===== src/logic/cise_cfg.svh =====
`ifndef CISE_CFG_SVH
`define CISE_CFG_SVH
// register byte offsets on the bus
`define CISE_OFF_STATUS 8'h00
`define CISE_OFF_PC 8'h04
`define CISE_OFF_PSTAT 8'h08
`define CISE_OFF_RETPC 8'h0c
`define CISE_OFF_SAVST 8'h10
`define CISE_OFF_CAUSE 8'h14
`define CISE_OFF_GRIDX 8'h18
`define CISE_OFF_GRDATA 8'h1c
`define CISE_OFF_INSTR 8'h20
// status word bit positions
`define CISE_FLG_Z 0
`define CISE_FLG_S 1
`define CISE_FLG_OVF 2
`define CISE_FLG_CARRY 3
`define CISE_FLG_IDIS 5
`define CISE_FLG_EXC 6
`define CISE_PC_RST 32'h00000000
`define CISE_PSTAT_RST 32'h00000000
// opcode field, bits 10..5 of the first halfword
`define CISE_OPC_SUB 6'h0d
`define CISE_OPC_RSUB 6'h0c
`define CISE_OPC_ANDT 6'h0b
`define CISE_OPC_XOR 6'h09
`define CISE_OPC_XIMM 6'h35
`define CISE_OPC_BTSTD 6'h3e
`define CISE_OPC_EXT 6'h3f
// bits 15..5 of single register forms
`define CISE_HI_SWITCH 11'h002
`define CISE_HI_ZEXB 11'h004
`define CISE_HI_SEXB 11'h005
`define CISE_HI_ZEXH 11'h006
`define CISE_HI_SEXH 11'h007
`define CISE_BTSTR_HW1 16'h00e6
`define CISE_BTSTD_PRE 2'h3
`define CISE_TRAP_PC_LO 32'h00000040
`define CISE_TRAP_PC_HI 32'h00000050
`define CISE_TRAP_CODE 16'h0040
// execution cycle counts, memory step index and instruction byte lengths
`define CISE_CYC_ONE 3'd1
`define CISE_CYC_SWITCH 3'd5
`define CISE_CYC_TRAP 3'd3
`define CISE_CYC_BTST 3'd3
`define CISE_MEM_STEP 3'd1
`define CISE_ILEN16 32'h00000002
`define CISE_ILEN32 32'h00000004
`endif


===== src/logic/cise_pkg.sv =====
`default_nettype none
package cise_pkg;
	typedef enum logic [3:0] {
		OP_SUB = 4'b0000, OP_RSUB = 4'b0001, OP_SWITCH = 4'b0010, OP_SEXB = 4'b0011,
		OP_SEXH = 4'b0100, OP_ZEXB = 4'b0101, OP_ZEXH = 4'b0110, OP_TRAP = 4'b0111,
		OP_ANDT = 4'b1000, OP_BTSTD = 4'b1001, OP_BTSTR = 4'b1010, OP_XOR = 4'b1011,
		OP_XIMM = 4'b1100, OP_BAD = 4'b1101
	} cise_op_t;
	typedef enum logic {ST_IDLE = 1'b0, ST_EXEC = 1'b1} cise_state_t;
	typedef struct packed {
		logic req;
		logic half;
		logic [31:0] addr;
	} cise_mem_req_t;
endpackage
`default_nettype wire


===== src/logic/cise_subflag.sv =====
`default_nettype none
module cise_subflag (
	input wire logic [31:0] minuend,
	input wire logic [31:0] subtrahend,
	output logic [31:0] diff,
	output logic borrow,
	output logic ovf
);
	logic [32:0] wide;
	assign wide = {1'b0, minuend} - {1'b0, subtrahend};
	assign diff = wide[31:0];
	assign borrow = wide[32];
	// operands of unlike sign and a result whose sign left the minuend's
	assign ovf = (minuend[31] ^ subtrahend[31]) & (minuend[31] ^ wide[31]);
endmodule // cise_subflag
`default_nettype wire


===== src/logic/cise_core.sv =====
`include "cise_cfg.svh"
`default_nettype none
// Overview of operation
// - subtract writes reg2 minus reg1 to reg2, sets carry, overflow, sign, zero, in one cycle.
// - reverse subtract writes reg1 minus reg2 to reg2 with the same flags, in one cycle.
// - table jump reads a halfword at pc plus two plus reg1 shifted left by one.
// - table jump then sets pc to pc plus two plus the doubled signed entry, five cycles.
// - sign extend byte or half replaces reg1 from bits 7..0 or 15..0, one cycle, no flags.
// - zero extend byte or half does likewise with zeros, one cycle, no flags.
// - a trap saves pc plus four as return address and copies the status word.
// - a trap writes the cause code and sets the in-progress and disable bits.
// - a trap jumps to 40h for vectors 0..f and to 50h for 10..1f, in three cycles.
// - and test sets sign and zero from reg1 and reg2, clears overflow, stores nothing.
// - bit test with displacement reads bit bbb at reg1 plus signed disp16 into not-zero.
// - bit test by register reads at reg1 the bit numbered by reg2 into not-zero.
// - both bit tests take three cycles plus any memory wait cycles.
// - register xor writes reg1 xor reg2 to reg2, clears overflow, sets sign and zero.
// - xor immediate writes reg1 xor zero extended imm16 to reg2 with the same flags.
module cise_core
	import cise_pkg::*;
(
	input wire logic hclk,
	input wire logic hresetn,
	input wire logic hsel,
	input wire logic [31:0] haddr,
	input wire logic [1:0] htrans,
	input wire logic hwrite,
	input wire logic [2:0] hsize,
	input wire logic [31:0] hwdata,
	input wire logic hready,
	output logic hreadyout,
	output logic [31:0] hrdata,
	output logic hresp,
	output cise_mem_req_t mem_out,
	input wire logic mem_ready,
	input wire logic [15:0] mem_rdata
);
	logic ap_valid_reg;
	logic ap_wr_reg;
	logic [7:0] ap_off_reg;
	logic wr_go;
	cise_state_t state_reg;
	logic [2:0] cnt_reg;
	logic [31:0] ir_reg;
	logic [31:0] adr_reg;
	logic [15:0] mdata_reg;
	logic [31:0] gr_reg [32];
	logic [4:0] gridx_reg;
	logic [31:0] pc_reg;
	logic [31:0] pstat_reg;
	logic [31:0] retpc_reg;
	logic [31:0] savst_reg;
	logic [15:0] cause_reg;
	cise_op_t op;
	logic [4:0] r1f;
	logic [4:0] r2f;
	logic [15:0] hw1;
	logic [31:0] op1;
	logic [31:0] op2;
	logic [2:0] cyc;
	logic busy;
	logic mem_wait;
	logic done;
	logic [31:0] sub_a;
	logic [31:0] sub_b;
	logic [31:0] sub_res;
	logic sub_cy;
	logic sub_ov;
	logic [31:0] logic_res;
	logic [31:0] ext_val;
	logic bit_val;
	logic [31:0] adr_next;
	logic gr_we;
	logic [4:0] gr_wi;
	logic [31:0] gr_wd;

	// bus: address phase captured while hready, data phase acts
	always_ff @(posedge hclk or negedge hresetn) begin
		if (!hresetn) begin
			ap_valid_reg <= 1'b0;
			ap_wr_reg <= 1'b0;
			ap_off_reg <= 8'h00;
		end else if (hready) begin
			ap_valid_reg <= hsel && htrans[1];
			ap_wr_reg <= hwrite;
			ap_off_reg <= haddr[7:0];
		end
	end

	// writes wait out a running instruction so state never has two writers
	assign busy = (state_reg == ST_EXEC);
	assign hreadyout = !(ap_valid_reg && ap_wr_reg && busy);
	assign hresp = 1'b0;
	assign wr_go = ap_valid_reg && ap_wr_reg && !busy;

	always_comb begin
		hrdata = 32'h00000000;
		if (ap_valid_reg && !ap_wr_reg) begin
			case (ap_off_reg)
			`CISE_OFF_STATUS: hrdata = {28'h0000000, cnt_reg, busy};
			`CISE_OFF_PC: hrdata = pc_reg;
			`CISE_OFF_PSTAT: hrdata = pstat_reg;
			`CISE_OFF_RETPC: hrdata = retpc_reg;
			`CISE_OFF_SAVST: hrdata = savst_reg;
			`CISE_OFF_CAUSE: hrdata = {16'h0000, cause_reg};
			`CISE_OFF_GRIDX: hrdata = {27'h0000000, gridx_reg};
			`CISE_OFF_GRDATA: hrdata = gr_reg[gridx_reg];
			`CISE_OFF_INSTR: hrdata = ir_reg;
			default: hrdata = 32'h00000000;
			endcase
		end
	end

	assign r1f = ir_reg[4:0];
	assign r2f = ir_reg[15:11];
	assign hw1 = ir_reg[31:16];
	assign op1 = gr_reg[r1f];
	assign op2 = gr_reg[r2f];

	always_comb begin
		op = OP_BAD;
		if (ir_reg[15:5] == `CISE_HI_SWITCH) begin
			op = OP_SWITCH;
		end else if (ir_reg[15:5] == `CISE_HI_SEXB) begin
			op = OP_SEXB;
		end else if (ir_reg[15:5] == `CISE_HI_SEXH) begin
			op = OP_SEXH;
		end else if (ir_reg[15:5] == `CISE_HI_ZEXB) begin
			op = OP_ZEXB;
		end else if (ir_reg[15:5] == `CISE_HI_ZEXH) begin
			op = OP_ZEXH;
		end else begin
			case (ir_reg[10:5])
			`CISE_OPC_SUB: op = OP_SUB;
			`CISE_OPC_RSUB: op = OP_RSUB;
			`CISE_OPC_ANDT: op = OP_ANDT;
			`CISE_OPC_XOR: op = OP_XOR;
			`CISE_OPC_XIMM: op = OP_XIMM;
			`CISE_OPC_BTSTD: op = (ir_reg[15:14] == `CISE_BTSTD_PRE) ? OP_BTSTD : OP_BAD;
			// the register bit test shares this field; its second halfword tells them apart
			`CISE_OPC_EXT: begin
				if (hw1 == `CISE_BTSTR_HW1)
					op = OP_BTSTR;
				else if (r2f == 5'h00)
					op = OP_TRAP;
				else
					op = OP_BAD;
			end
			default: op = OP_BAD;
			endcase
		end
	end

	always_comb begin
		case (op)
		OP_SWITCH: cyc = `CISE_CYC_SWITCH;
		OP_TRAP: cyc = `CISE_CYC_TRAP;
		OP_BTSTD, OP_BTSTR: cyc = `CISE_CYC_BTST;
		default: cyc = `CISE_CYC_ONE;
		endcase
	end

	// memory step stalls the count while the port inserts waits
	assign mem_out.req = busy && cnt_reg == `CISE_MEM_STEP &&
		(op == OP_SWITCH || op == OP_BTSTD || op == OP_BTSTR);
	assign mem_out.half = (op == OP_SWITCH);
	assign mem_out.addr = adr_reg;
	assign mem_wait = mem_out.req && !mem_ready;
	assign done = busy && !mem_wait && cnt_reg == cyc - 3'd1;

	always_comb begin
		case (op)
		OP_SWITCH: adr_next = pc_reg + `CISE_ILEN16 + {op1[30:0], 1'b0};
		OP_BTSTD: adr_next = op1 + {{16{hw1[15]}}, hw1};
		default: adr_next = op1;
		endcase
	end

	always_ff @(posedge hclk or negedge hresetn) begin
		if (!hresetn) begin
			state_reg <= ST_IDLE;
			cnt_reg <= 3'd0;
			ir_reg <= 32'h00000000;
			adr_reg <= 32'h00000000;
			mdata_reg <= 16'h0000;
		end else begin
			case (state_reg)
			ST_IDLE: begin
				if (wr_go && ap_off_reg == `CISE_OFF_INSTR) begin
					ir_reg <= hwdata;
					cnt_reg <= 3'd0;
					state_reg <= ST_EXEC;
				end
			end
			ST_EXEC: begin
				if (cnt_reg == 3'd0)
					adr_reg <= adr_next;
				if (mem_out.req && mem_ready)
					mdata_reg <= mem_rdata;
				if (done)
					state_reg <= ST_IDLE;
				else if (!mem_wait)
					cnt_reg <= cnt_reg + 3'd1;
			end
			default: state_reg <= ST_IDLE;
			endcase
		end
	end

	cise_subflag u_sub (
		.minuend(sub_a),
		.subtrahend(sub_b),
		.diff(sub_res),
		.borrow(sub_cy),
		.ovf(sub_ov)
	);
	assign sub_a = (op == OP_RSUB) ? op1 : op2;
	assign sub_b = (op == OP_RSUB) ? op2 : op1;

	always_comb begin
		case (op)
		OP_ANDT: logic_res = op1 & op2;
		OP_XIMM: logic_res = op1 ^ {16'h0000, hw1};
		default: logic_res = op1 ^ op2;
		endcase
	end

	always_comb begin
		case (op)
		OP_SEXB: ext_val = {{24{op1[7]}}, op1[7:0]};
		OP_SEXH: ext_val = {{16{op1[15]}}, op1[15:0]};
		OP_ZEXB: ext_val = {24'h000000, op1[7:0]};
		default: ext_val = {16'h0000, op1[15:0]};
		endcase
	end

	// memory byte arrives on the low lane
	assign bit_val = (op == OP_BTSTD) ? mdata_reg[ir_reg[13:11]] : mdata_reg[op2[2:0]];

	always_comb begin
		gr_we = 1'b0;
		gr_wi = r2f;
		gr_wd = logic_res;
		if (done) begin
			case (op)
			OP_SUB, OP_RSUB: begin
				gr_we = 1'b1;
				gr_wd = sub_res;
			end
			OP_XOR, OP_XIMM: gr_we = 1'b1;
			OP_SEXB, OP_SEXH, OP_ZEXB, OP_ZEXH: begin
				gr_we = 1'b1;
				gr_wi = r1f;
				gr_wd = ext_val;
			end
			default: gr_we = 1'b0;
			endcase
		end else if (wr_go && ap_off_reg == `CISE_OFF_GRDATA) begin
			gr_we = 1'b1;
			gr_wi = gridx_reg;
			gr_wd = hwdata;
		end
	end

	// entry zero is wired to zero, so writes to it are dropped
	always_ff @(posedge hclk or negedge hresetn) begin
		if (!hresetn) begin
			for (int i = 0; i < 32; i++)
				gr_reg[i] <= 32'h00000000;
		end else if (gr_we && gr_wi != 5'h00) begin
			gr_reg[gr_wi] <= gr_wd;
		end
	end

	always_ff @(posedge hclk or negedge hresetn) begin
		if (!hresetn)
			gridx_reg <= 5'h00;
		else if (wr_go && ap_off_reg == `CISE_OFF_GRIDX)
			gridx_reg <= hwdata[4:0];
	end

	always_ff @(posedge hclk or negedge hresetn) begin
		if (!hresetn) begin
			pc_reg <= `CISE_PC_RST;
			pstat_reg <= `CISE_PSTAT_RST;
			retpc_reg <= 32'h00000000;
			savst_reg <= 32'h00000000;
			cause_reg <= 16'h0000;
		end else if (done) begin
			pc_reg <= pc_reg + `CISE_ILEN16;
			case (op)
			OP_SUB, OP_RSUB: begin
				pstat_reg[`CISE_FLG_CARRY] <= sub_cy;
				pstat_reg[`CISE_FLG_OVF] <= sub_ov;
				pstat_reg[`CISE_FLG_S] <= sub_res[31];
				pstat_reg[`CISE_FLG_Z] <= (sub_res == 32'h00000000);
			end
			OP_ANDT, OP_XOR, OP_XIMM: begin
				pstat_reg[`CISE_FLG_OVF] <= 1'b0;
				pstat_reg[`CISE_FLG_S] <= logic_res[31];
				pstat_reg[`CISE_FLG_Z] <= (logic_res == 32'h00000000);
				if (op == OP_XIMM)
					pc_reg <= pc_reg + `CISE_ILEN32;
			end
			OP_SWITCH: pc_reg <= pc_reg + `CISE_ILEN16 +
				{{15{mdata_reg[15]}}, mdata_reg, 1'b0};
			OP_BTSTD, OP_BTSTR: begin
				pstat_reg[`CISE_FLG_Z] <= !bit_val;
				pc_reg <= pc_reg + `CISE_ILEN32;
			end
			OP_TRAP: begin
				retpc_reg <= pc_reg + `CISE_ILEN32;
				savst_reg <= pstat_reg;
				cause_reg <= `CISE_TRAP_CODE + {11'h000, r1f};
				pstat_reg[`CISE_FLG_EXC] <= 1'b1;
				pstat_reg[`CISE_FLG_IDIS] <= 1'b1;
				pc_reg <= r1f[4] ? `CISE_TRAP_PC_HI : `CISE_TRAP_PC_LO;
			end
			default: pstat_reg <= pstat_reg;
			endcase
		end else if (wr_go && ap_off_reg == `CISE_OFF_PC) begin
			pc_reg <= hwdata;
		end else if (wr_go && ap_off_reg == `CISE_OFF_PSTAT) begin
			pstat_reg <= hwdata;
		end
	end

	// helper counters that only the checks below read
	logic [7:0] len_ct;
	logic [7:0] wt_ct;
	always_ff @(posedge hclk or negedge hresetn) begin
		if (!hresetn) begin
			len_ct <= 8'h00;
			wt_ct <= 8'h00;
		end else if (!busy) begin
			len_ct <= 8'h00;
			wt_ct <= 8'h00;
		end else begin
			len_ct <= len_ct + 8'h01;
			if (mem_wait)
				wt_ct <= wt_ct + 8'h01;
		end
	end
	logic launch;
	assign launch = !busy && wr_go && ap_off_reg == `CISE_OFF_INSTR;
endmodule // cise_core
`default_nettype wire


===== config.mk =====
export PLATFORM = sky130hd
export DESIGN_NAME = cise_core
export DESIGN_NICKNAME = d
export VERILOG_FILES = /design/src/logic/cise_pkg.sv /design/src/logic/cise_subflag.sv /design/src/logic/cise_core.sv
export VERILOG_INCLUDE_DIRS = /design/src /design/src/logic
export SDC_FILE = /design/constraint.sdc
export NUM_CORES = 2
export LEC_CHECK = 0
export BUFFER_PORTS_ARGS = -buffer_cell sky130_fd_sc_hd__buf_2
export CORE_UTILIZATION = 45
export DETAILED_ROUTE_END_ITERATION = 7
export GPL_TIMING_DRIVEN = 0
export REMOVE_ABC_BUFFERS = 1
export SLEW_MARGIN = 10
export SYNTH_ARGS = -nofsm -noshare
export SYNTH_HDL_FRONTEND = slang
export SYNTH_SLANG_ARGS = --single-unit

===== constraint.sdc =====
create_clock -name hclk -period 9.8 [get_ports hclk]
set_input_delay 2.94 -clock hclk [delete_from_list [all_inputs] [get_ports hclk]]
set_output_delay 2.94 -clock hclk [all_outputs]
set_load 0.02 [all_outputs]

Word-level counts from Yosys, hierarchy flattened

Cells that the tools add are included.

$add $sub $neg: 9
Magnitude comparators: 7
Equal/unequal tests: 44
Muxes and demuxes: 62
Reductions and logical operators: 51
Bitwise operators: 13

Operators by type and width:

| kind                  | number |
|---|---|
| $bwmux 1024           | 1 |
| $bmux 32 s5           | 3 |
| $mux 32               | 15 |
| $pmux 32 s9           | 1 |
| $pmux 32 s2           | 3 |
| $demux 32 s5          | 1 |
| $pmux 32 s4           | 1 |
| $add 32x32->32        | 3 |
| $pmux 32 s3           | 1 |
| $logic_not 32->1      | 2 |
| $eq 11x3->1 const B   | 4 |
| $sub 32x32->33        | 1 |
| $add 32x2->32 const B | 1 |
| $add 32x3->32 const B | 1 |
| $and 32x32->32        | 1 |
| $eq 8x5->1 const B    | 4 |
| $xor 32x16->32        | 1 |
| $xor 32x32->32        | 1 |
| $mux 4                | 7 |
| $pmux 4 s7            | 1 |
| $eq 6x4->1 const B    | 4 |
| $ge 6x6->1 const B    | 4 |
| $not 5->6             | 4 |
| $mux 7                | 3 |
| other kinds (49)      | 118 |

Flip-flop bits (word level): 1267
Input port bits: 91
Word-level logic and storage cells: 236
Output and inout bits: 68

Depth between registers and ports, before layout

Depth in word-level cells: 24
Depth in mapped cells: 25
Mapped depth without buffers: 20

Hierarchy

Synthesis repeated with hierarchy kept, for this count alone.

Cell total of the unflattened synthesis: 6711
Area, all modules: 84178.2 um2

Modules (own cells, without submodules):

| module       | instances | area each (um2) | sequential area each (um2) | cells each |
|---|---|---|---|---|
| cise_core    | 1         | 82280.2         | 31455.2                    | 6416 |
| cise_subflag | 1         | 1898.1          | 0.0                        | 295 |

Worst setup path after synthesis

Ideal clock, no wire load.

Path kind: flip-flop to flip-flop
From: register ir_reg[0]
To: register gr_reg[446] in the netlist's numbering
Setup time: 0.128 ns
Data arrival time: 6.882 ns
Clock period less this slack: 7.009 ns
Data required time: 9.672 ns
Stages on the path, launching flop included: 25
Setup slack: 2.791 ns
Path through: dfrtp_1 -> buf_2 -> buf_2 -> buf_2 -> buf_2 -> clkbuf_1 -> buf_2 -> mux4_2 -> mux4_2 -> mux2i_1 -> mux2i_1 -> ha_1 -> fa_1 -> nor2b_1 -> o31a_1 -> o32ai_1 -> o21ai_0 -> a211oi_1 -> o31ai_1 -> a21boi_0 -> nor3_1 -> nor3b_1 -> o32a_1 -> clkbuf_1 -> mux2_1

Longest elaborated chain between the ends: 9

RTL lines:

| what                                          | line                                 | text |
|---|---|---|
| from (decl)                                   | cise_core.sv:44                      | `logic [31:0] ir_reg;` |
| from (signal assigned)                        | cise_core.sv:190                     | `ir_reg <= hwdata;` |
| $not 5->6 (not written as such)               | cise_core.sv:117                     | `assign op1 = gr_reg[r1f];` |
| $bmux 32 s5                                   | cise_core.sv:117                     |  |
| $mux 32 (not written as such) (2 in a row)    | cise_core.sv:117                     |  |
| $mux 32, or another cell as far along         | cise_core.sv:217                     | `assign sub_a = (op == OP_RSUB) ? op1 : op2;` |
| $sub 32x32->33 or $pmux 32 s2 (tied branches) | cise_subflag.sv:10, cise_core.sv:221 |  |
| $pmux 32 s2 or $mux 32 (tied branches)        | cise_core.sv:245, cise_core.sv:258   |  |
| $mux 32                                       | cise_core.sv:244                     | `if (done) begin` |
| $bwmux 1024                                   | cise_core.sv:271                     | `gr_reg[gr_wi] <= gr_wd;` |
| to (signal, indexed assignment)               | cise_core.sv:271                     |  |
| to (decl)                                     | cise_core.sv:47                      | `logic [31:0] gr_reg [32];` |

Several ways; a longest one is shown, not always the timed one. The select of a mux whose other input is x is not followed.
A chain may end at the register's enable or synchronous reset.

Worst setup path in the final report

From: register ir_reg[13]
To: register gr_reg[568] in the netlist's numbering

Longest elaborated chain between the ends: 24

RTL lines:

| what |
|---|
| branches (longest 24 deep; another with $pmux 4 s7) |

Parallel ways; which one is timed is not known. The select of a mux whose other input is x is not followed.

==> summary.md <==
| Metric | Value |
|---|---|
| Status | complete, but fails checks |
| Failing checks | design-rule violations |
| Sw Pwr | 4.19 mW |
| Cell taking the most area after synthesis | dfrtp_1 |
| Post-synth top area share | 37.3% |
| Num CTS Buffers | 150 |
| H-tree Lvls | 4 |
| Ys Warns | 0 |
| Switching portion of total power | 30.2% |
| Critical path, cell by cell | buf_16, or4_1, nor3_4, nand2_2, inv_2, xnor2_1, nand4_1, buf_8, o2111ai_1, or2_1, a211o_1, nand2_1, nor4_4, buf_6, buf_8, buf_6, buf_6, mux2_2 |
| Setup WS pre-CTS | 1.12 ns |
| # Post-CTS Setup Buffers | 0 |
| Dpl hpwl | 215,000 µm |
| Synthesized area | 0.0843 mm² |
| Synth Instances | 6,375 |
| Worst-path clk slew | 0.06 ns |
| Seq/Total Area, Yosys | 37.3% |
| Worst Path Required | 10.50 ns |
| Largest register FFs | 1,024 |
| Top_reg_cell synth | dfrtp_1 |
| #FFs+latches synth | 1,257 |
| PostCTS Resize Cnt | 0 |
| Slew headroom | 6.35% |
| Crit path kind | flip-flop to flip-flop |
| Power share of the clock group | 42.2% |
| Fmax | 110 MHz |
| Die width | 435 µm |
| Mean area per synthesized cell | 13.2 µm² |
| Post-layout nets | 6,513 |
| Total Routing Usage GR | 32.5% |
| Via-to-Cell Ratio | 6.93 |
| Final setup viols | 0 |
| Sequential power share | 40.9% |
| Slowest CP cell | inv_2 |
| Final Cycle Share | 92.4% |
| CP startpoint | ir_reg[13]$_DFFE_PN0P_ |
| Top Usage Layer GRT | met2 |
| Core Util, Final | 51.2% |
| Core Box Area | 0.186 mm² |
| Total gr overflow | 0 |
| # hold bufs at CTS | 0 |
| P&R area growth vs syn | 12.9% |
| Crit Path Max Fanout | 41 |
| Int Pwr | 9.67 mW |
| Die height | 435 µm |
| Worst skew pair latency | 0.84 ns |
| Vias in the first global route | 61,000 |
| TritonCTS clock tree | done |
| Initial antenna violation count | 24 |
| Comb pwr share | 16.9% |
| Rows | 158 |
| Hold Path Class | flip-flop to flip-flop |
| I/O pin count | 159 |
| Pwr/cell area | 146 mW/mm² |
| DR vias | 61,400 |
| Final WL | 308,000 µm |
| Asr flop ratio synth | 100% |
| Max-Cap Viols | 0 |
| CTS max path bufs | 3 |
| Final Max Tran Viols | 0 |
| GR Layer Usage met1 | 43.8% |
| GR Util met2 | 48.7% |
| Tmin final | 9.05 ns |
| FF-to-FF Start | ir_reg[13]$_DFFE_PN0P_ |
| Port bufs | 129 |
| CP max stage delay | 1.16 ns |
| Drt first pass iters | 8 |
| CP endpoint kind | flip-flop |
| Number of clock sinks | 1,257 |
| Most used cell, CP | buf_6 |
| Post-synth EDFFs | 0 |
| Initial core utilization | 45.4% |
| Hold Violations, Final | 0 |
| Final GP Congestion | 0.978 |
| Hold wc startpoint | gr_reg[1021]$_DFFE_PN0P_ |
| Routing usage on met3 | 7.66% |
| Pin count of the biggest net entering global routing | 147 |
| RSZ-0062 raised after global routing | false |
| Netlist cell types | 98 |
| Slew @ Worst Pin | 1.40 ns |
| Detail Route Antenna Nets | 0 |
| Crit path DAT | 9.75 ns |
| Drt first-iter violations | 7,287 |
| DRC violations left | 2 |
| Fin worst setup slack | 0.748 ns |
| Startpoint types | flip-flop |
| First-pass GRT wire length | 447,000 µm |
| Top cells by area, synth | dfrtp_1 (37%), mux4_2 (26%), mux2_2 (12%) |
| Die area | 0.189 mm² |
| Skew final | 0.0425 ns |
| CTS root buffer | clkbuf_16 |
| Filler Cell Count | 15,700 |
| DR WL/cell | 34.8 µm |
| Peak VDD IR | 0.194 mV |
| Leakage power | 42.3 nW |
| Layout cell share with drive strength beyond 1 | 40.6% |
-- power groups by stage --
stage                     sequential [mW]  clock, mW  combinational, mW
after global placement               5.99          0               2.04
after CTS                            5.66       5.91               2.31
after floorplan                      5.82          0               1.29
after detailed placement             5.75          0               2.30
after global routing                 5.69       6.12               2.49
final                                5.67       5.84               2.34
-- routing by layer --
layer | vias up | routed length (µm)
met5 | - | 68
met4 | 6 | 19100
met3 | 841 | 29600
met2 | 3361 | 139000
met1 | 32500 | 120000
li1 | 24700 | -
-- synthesized netlist by cell type, drive strengths merged, types with 19 or more instances --
cell type,count
dfrtp,1257
mux2,1159
mux4,962
nand2,420
clkbuf,417
a21oi,242
o21ai,240
buf,220
nor2,210
ha,161
xnor2,109
inv,90
mux2i,81
a21o,64
a221oi,53
nand3,48
xor2,47
a31oi,46
nor3,35
nor4,35
a222oi,34
and3,33
nand4,33
o22ai,29
a22oi,25
o211ai,24
a211oi,23
nor2b,21
and2,20
o21a,19
-- cell usage in the layout (no fill, tap or decap), drive strengths merged, types with 15 or more instances in the layout --
master and n:
mux2 1159, a21o 64, a211oi 23, nor2b 21
a222oi 34, inv 96, xnor2 109, a21oi 242
clkinv 33, xor2 47, nor2 210, a211o 15
o211ai 24, o21ai 240, nand2 420, clkbuf 211
a31oi 46, o22ai 29, dfrtp 1257, o31ai 16
nor4 35, buf 367, mux2i 81, nand4 33
mux4 962, a221oi 53, ha 161, and3 33
nand3 48, o21a 19, a22oi 25, and2 20
nor3 35
-- cell type report --
cell class / instances / area (µm²) / share of cell area (%)
Antenna cell: 12 / 30.0 / 0.0315
Clock buffer: 211 / 4330 / 4.54
Clock inverter: 54 / 781 / 0.820
Inverter: 90 / 338 / 0.355
Multi-Input combinational cell: 4391 / 50200 / 52.7
Sequential cell: 1257 / 31500 / 33.1
Tap cell: 2480 / 3100 / 3.26
Timing Repair Buffer: 367 / 4900 / 5.15
-- cell families (layout without fill, tap and decap cells) --
logic type      after synthesis  in the layout  share of synthesized area (%)
fa+ha+maj                   165            165                           2.48
flops                      1257           1257                           37.3
other cells                   1             13                        0.00445
xor+xnor                    156            156                           1.62
buf+inv                     727            722                           3.73
simple gates                932            932                           5.45
compound gates              935            935                           7.27
mux                        2202           2202                           42.1
-- path summary, 6_finish.rpt --
| path | endpoint | slack (ns) | depth (start not counted) |
|---|---|---|---|
| worst max-delay path | gr_reg[568]$_DFFE_PN0P_ | 0.75 | 18 |
| min in group asynchronous | gr_reg[933]$_DFFE_PN0P_ | 1.88 | 1 |
| worst min-delay path | gr_reg[1021]$_DFFE_PN0P_ | 0.41 | 0 |
| max in group asynchronous | gr_reg[1017]$_DFFE_PN0P_ | 4.61 | 6 |
| worst min register to register | gr_reg[1021]$_DFFE_PN0P_ | 0.41 | 0 |
| worst max register to register | gr_reg[568]$_DFFE_PN0P_ | 0.75 | 18 |
-- critical path: cells and delay by family (launching register included) --
family          cells  cell delay, ns
xor+xnor            1            0.25
simple gates        7            4.28
flops               1            0.72
mux                 1            0.35
buf+inv             7            2.71
compound gates      2            0.42
-- stage by stage --
stage	hold WS, ns	power (mW)	instances	TNS [ns]	cell area [µm²]
after floorplan	0.381	7.11	5738	-8644.93	81500
after global placement	0.392	8.04	8347	-	85300
after detailed placement	0.403	8.05	8585	0	90100
after CTS	0.416	13.9	8850	0	95200
after global routing	0.428	14.3	8859	0	95200
final	0.412	13.9	8862	0	95200
No activity file was read; power rests on OpenSTA's default activity.
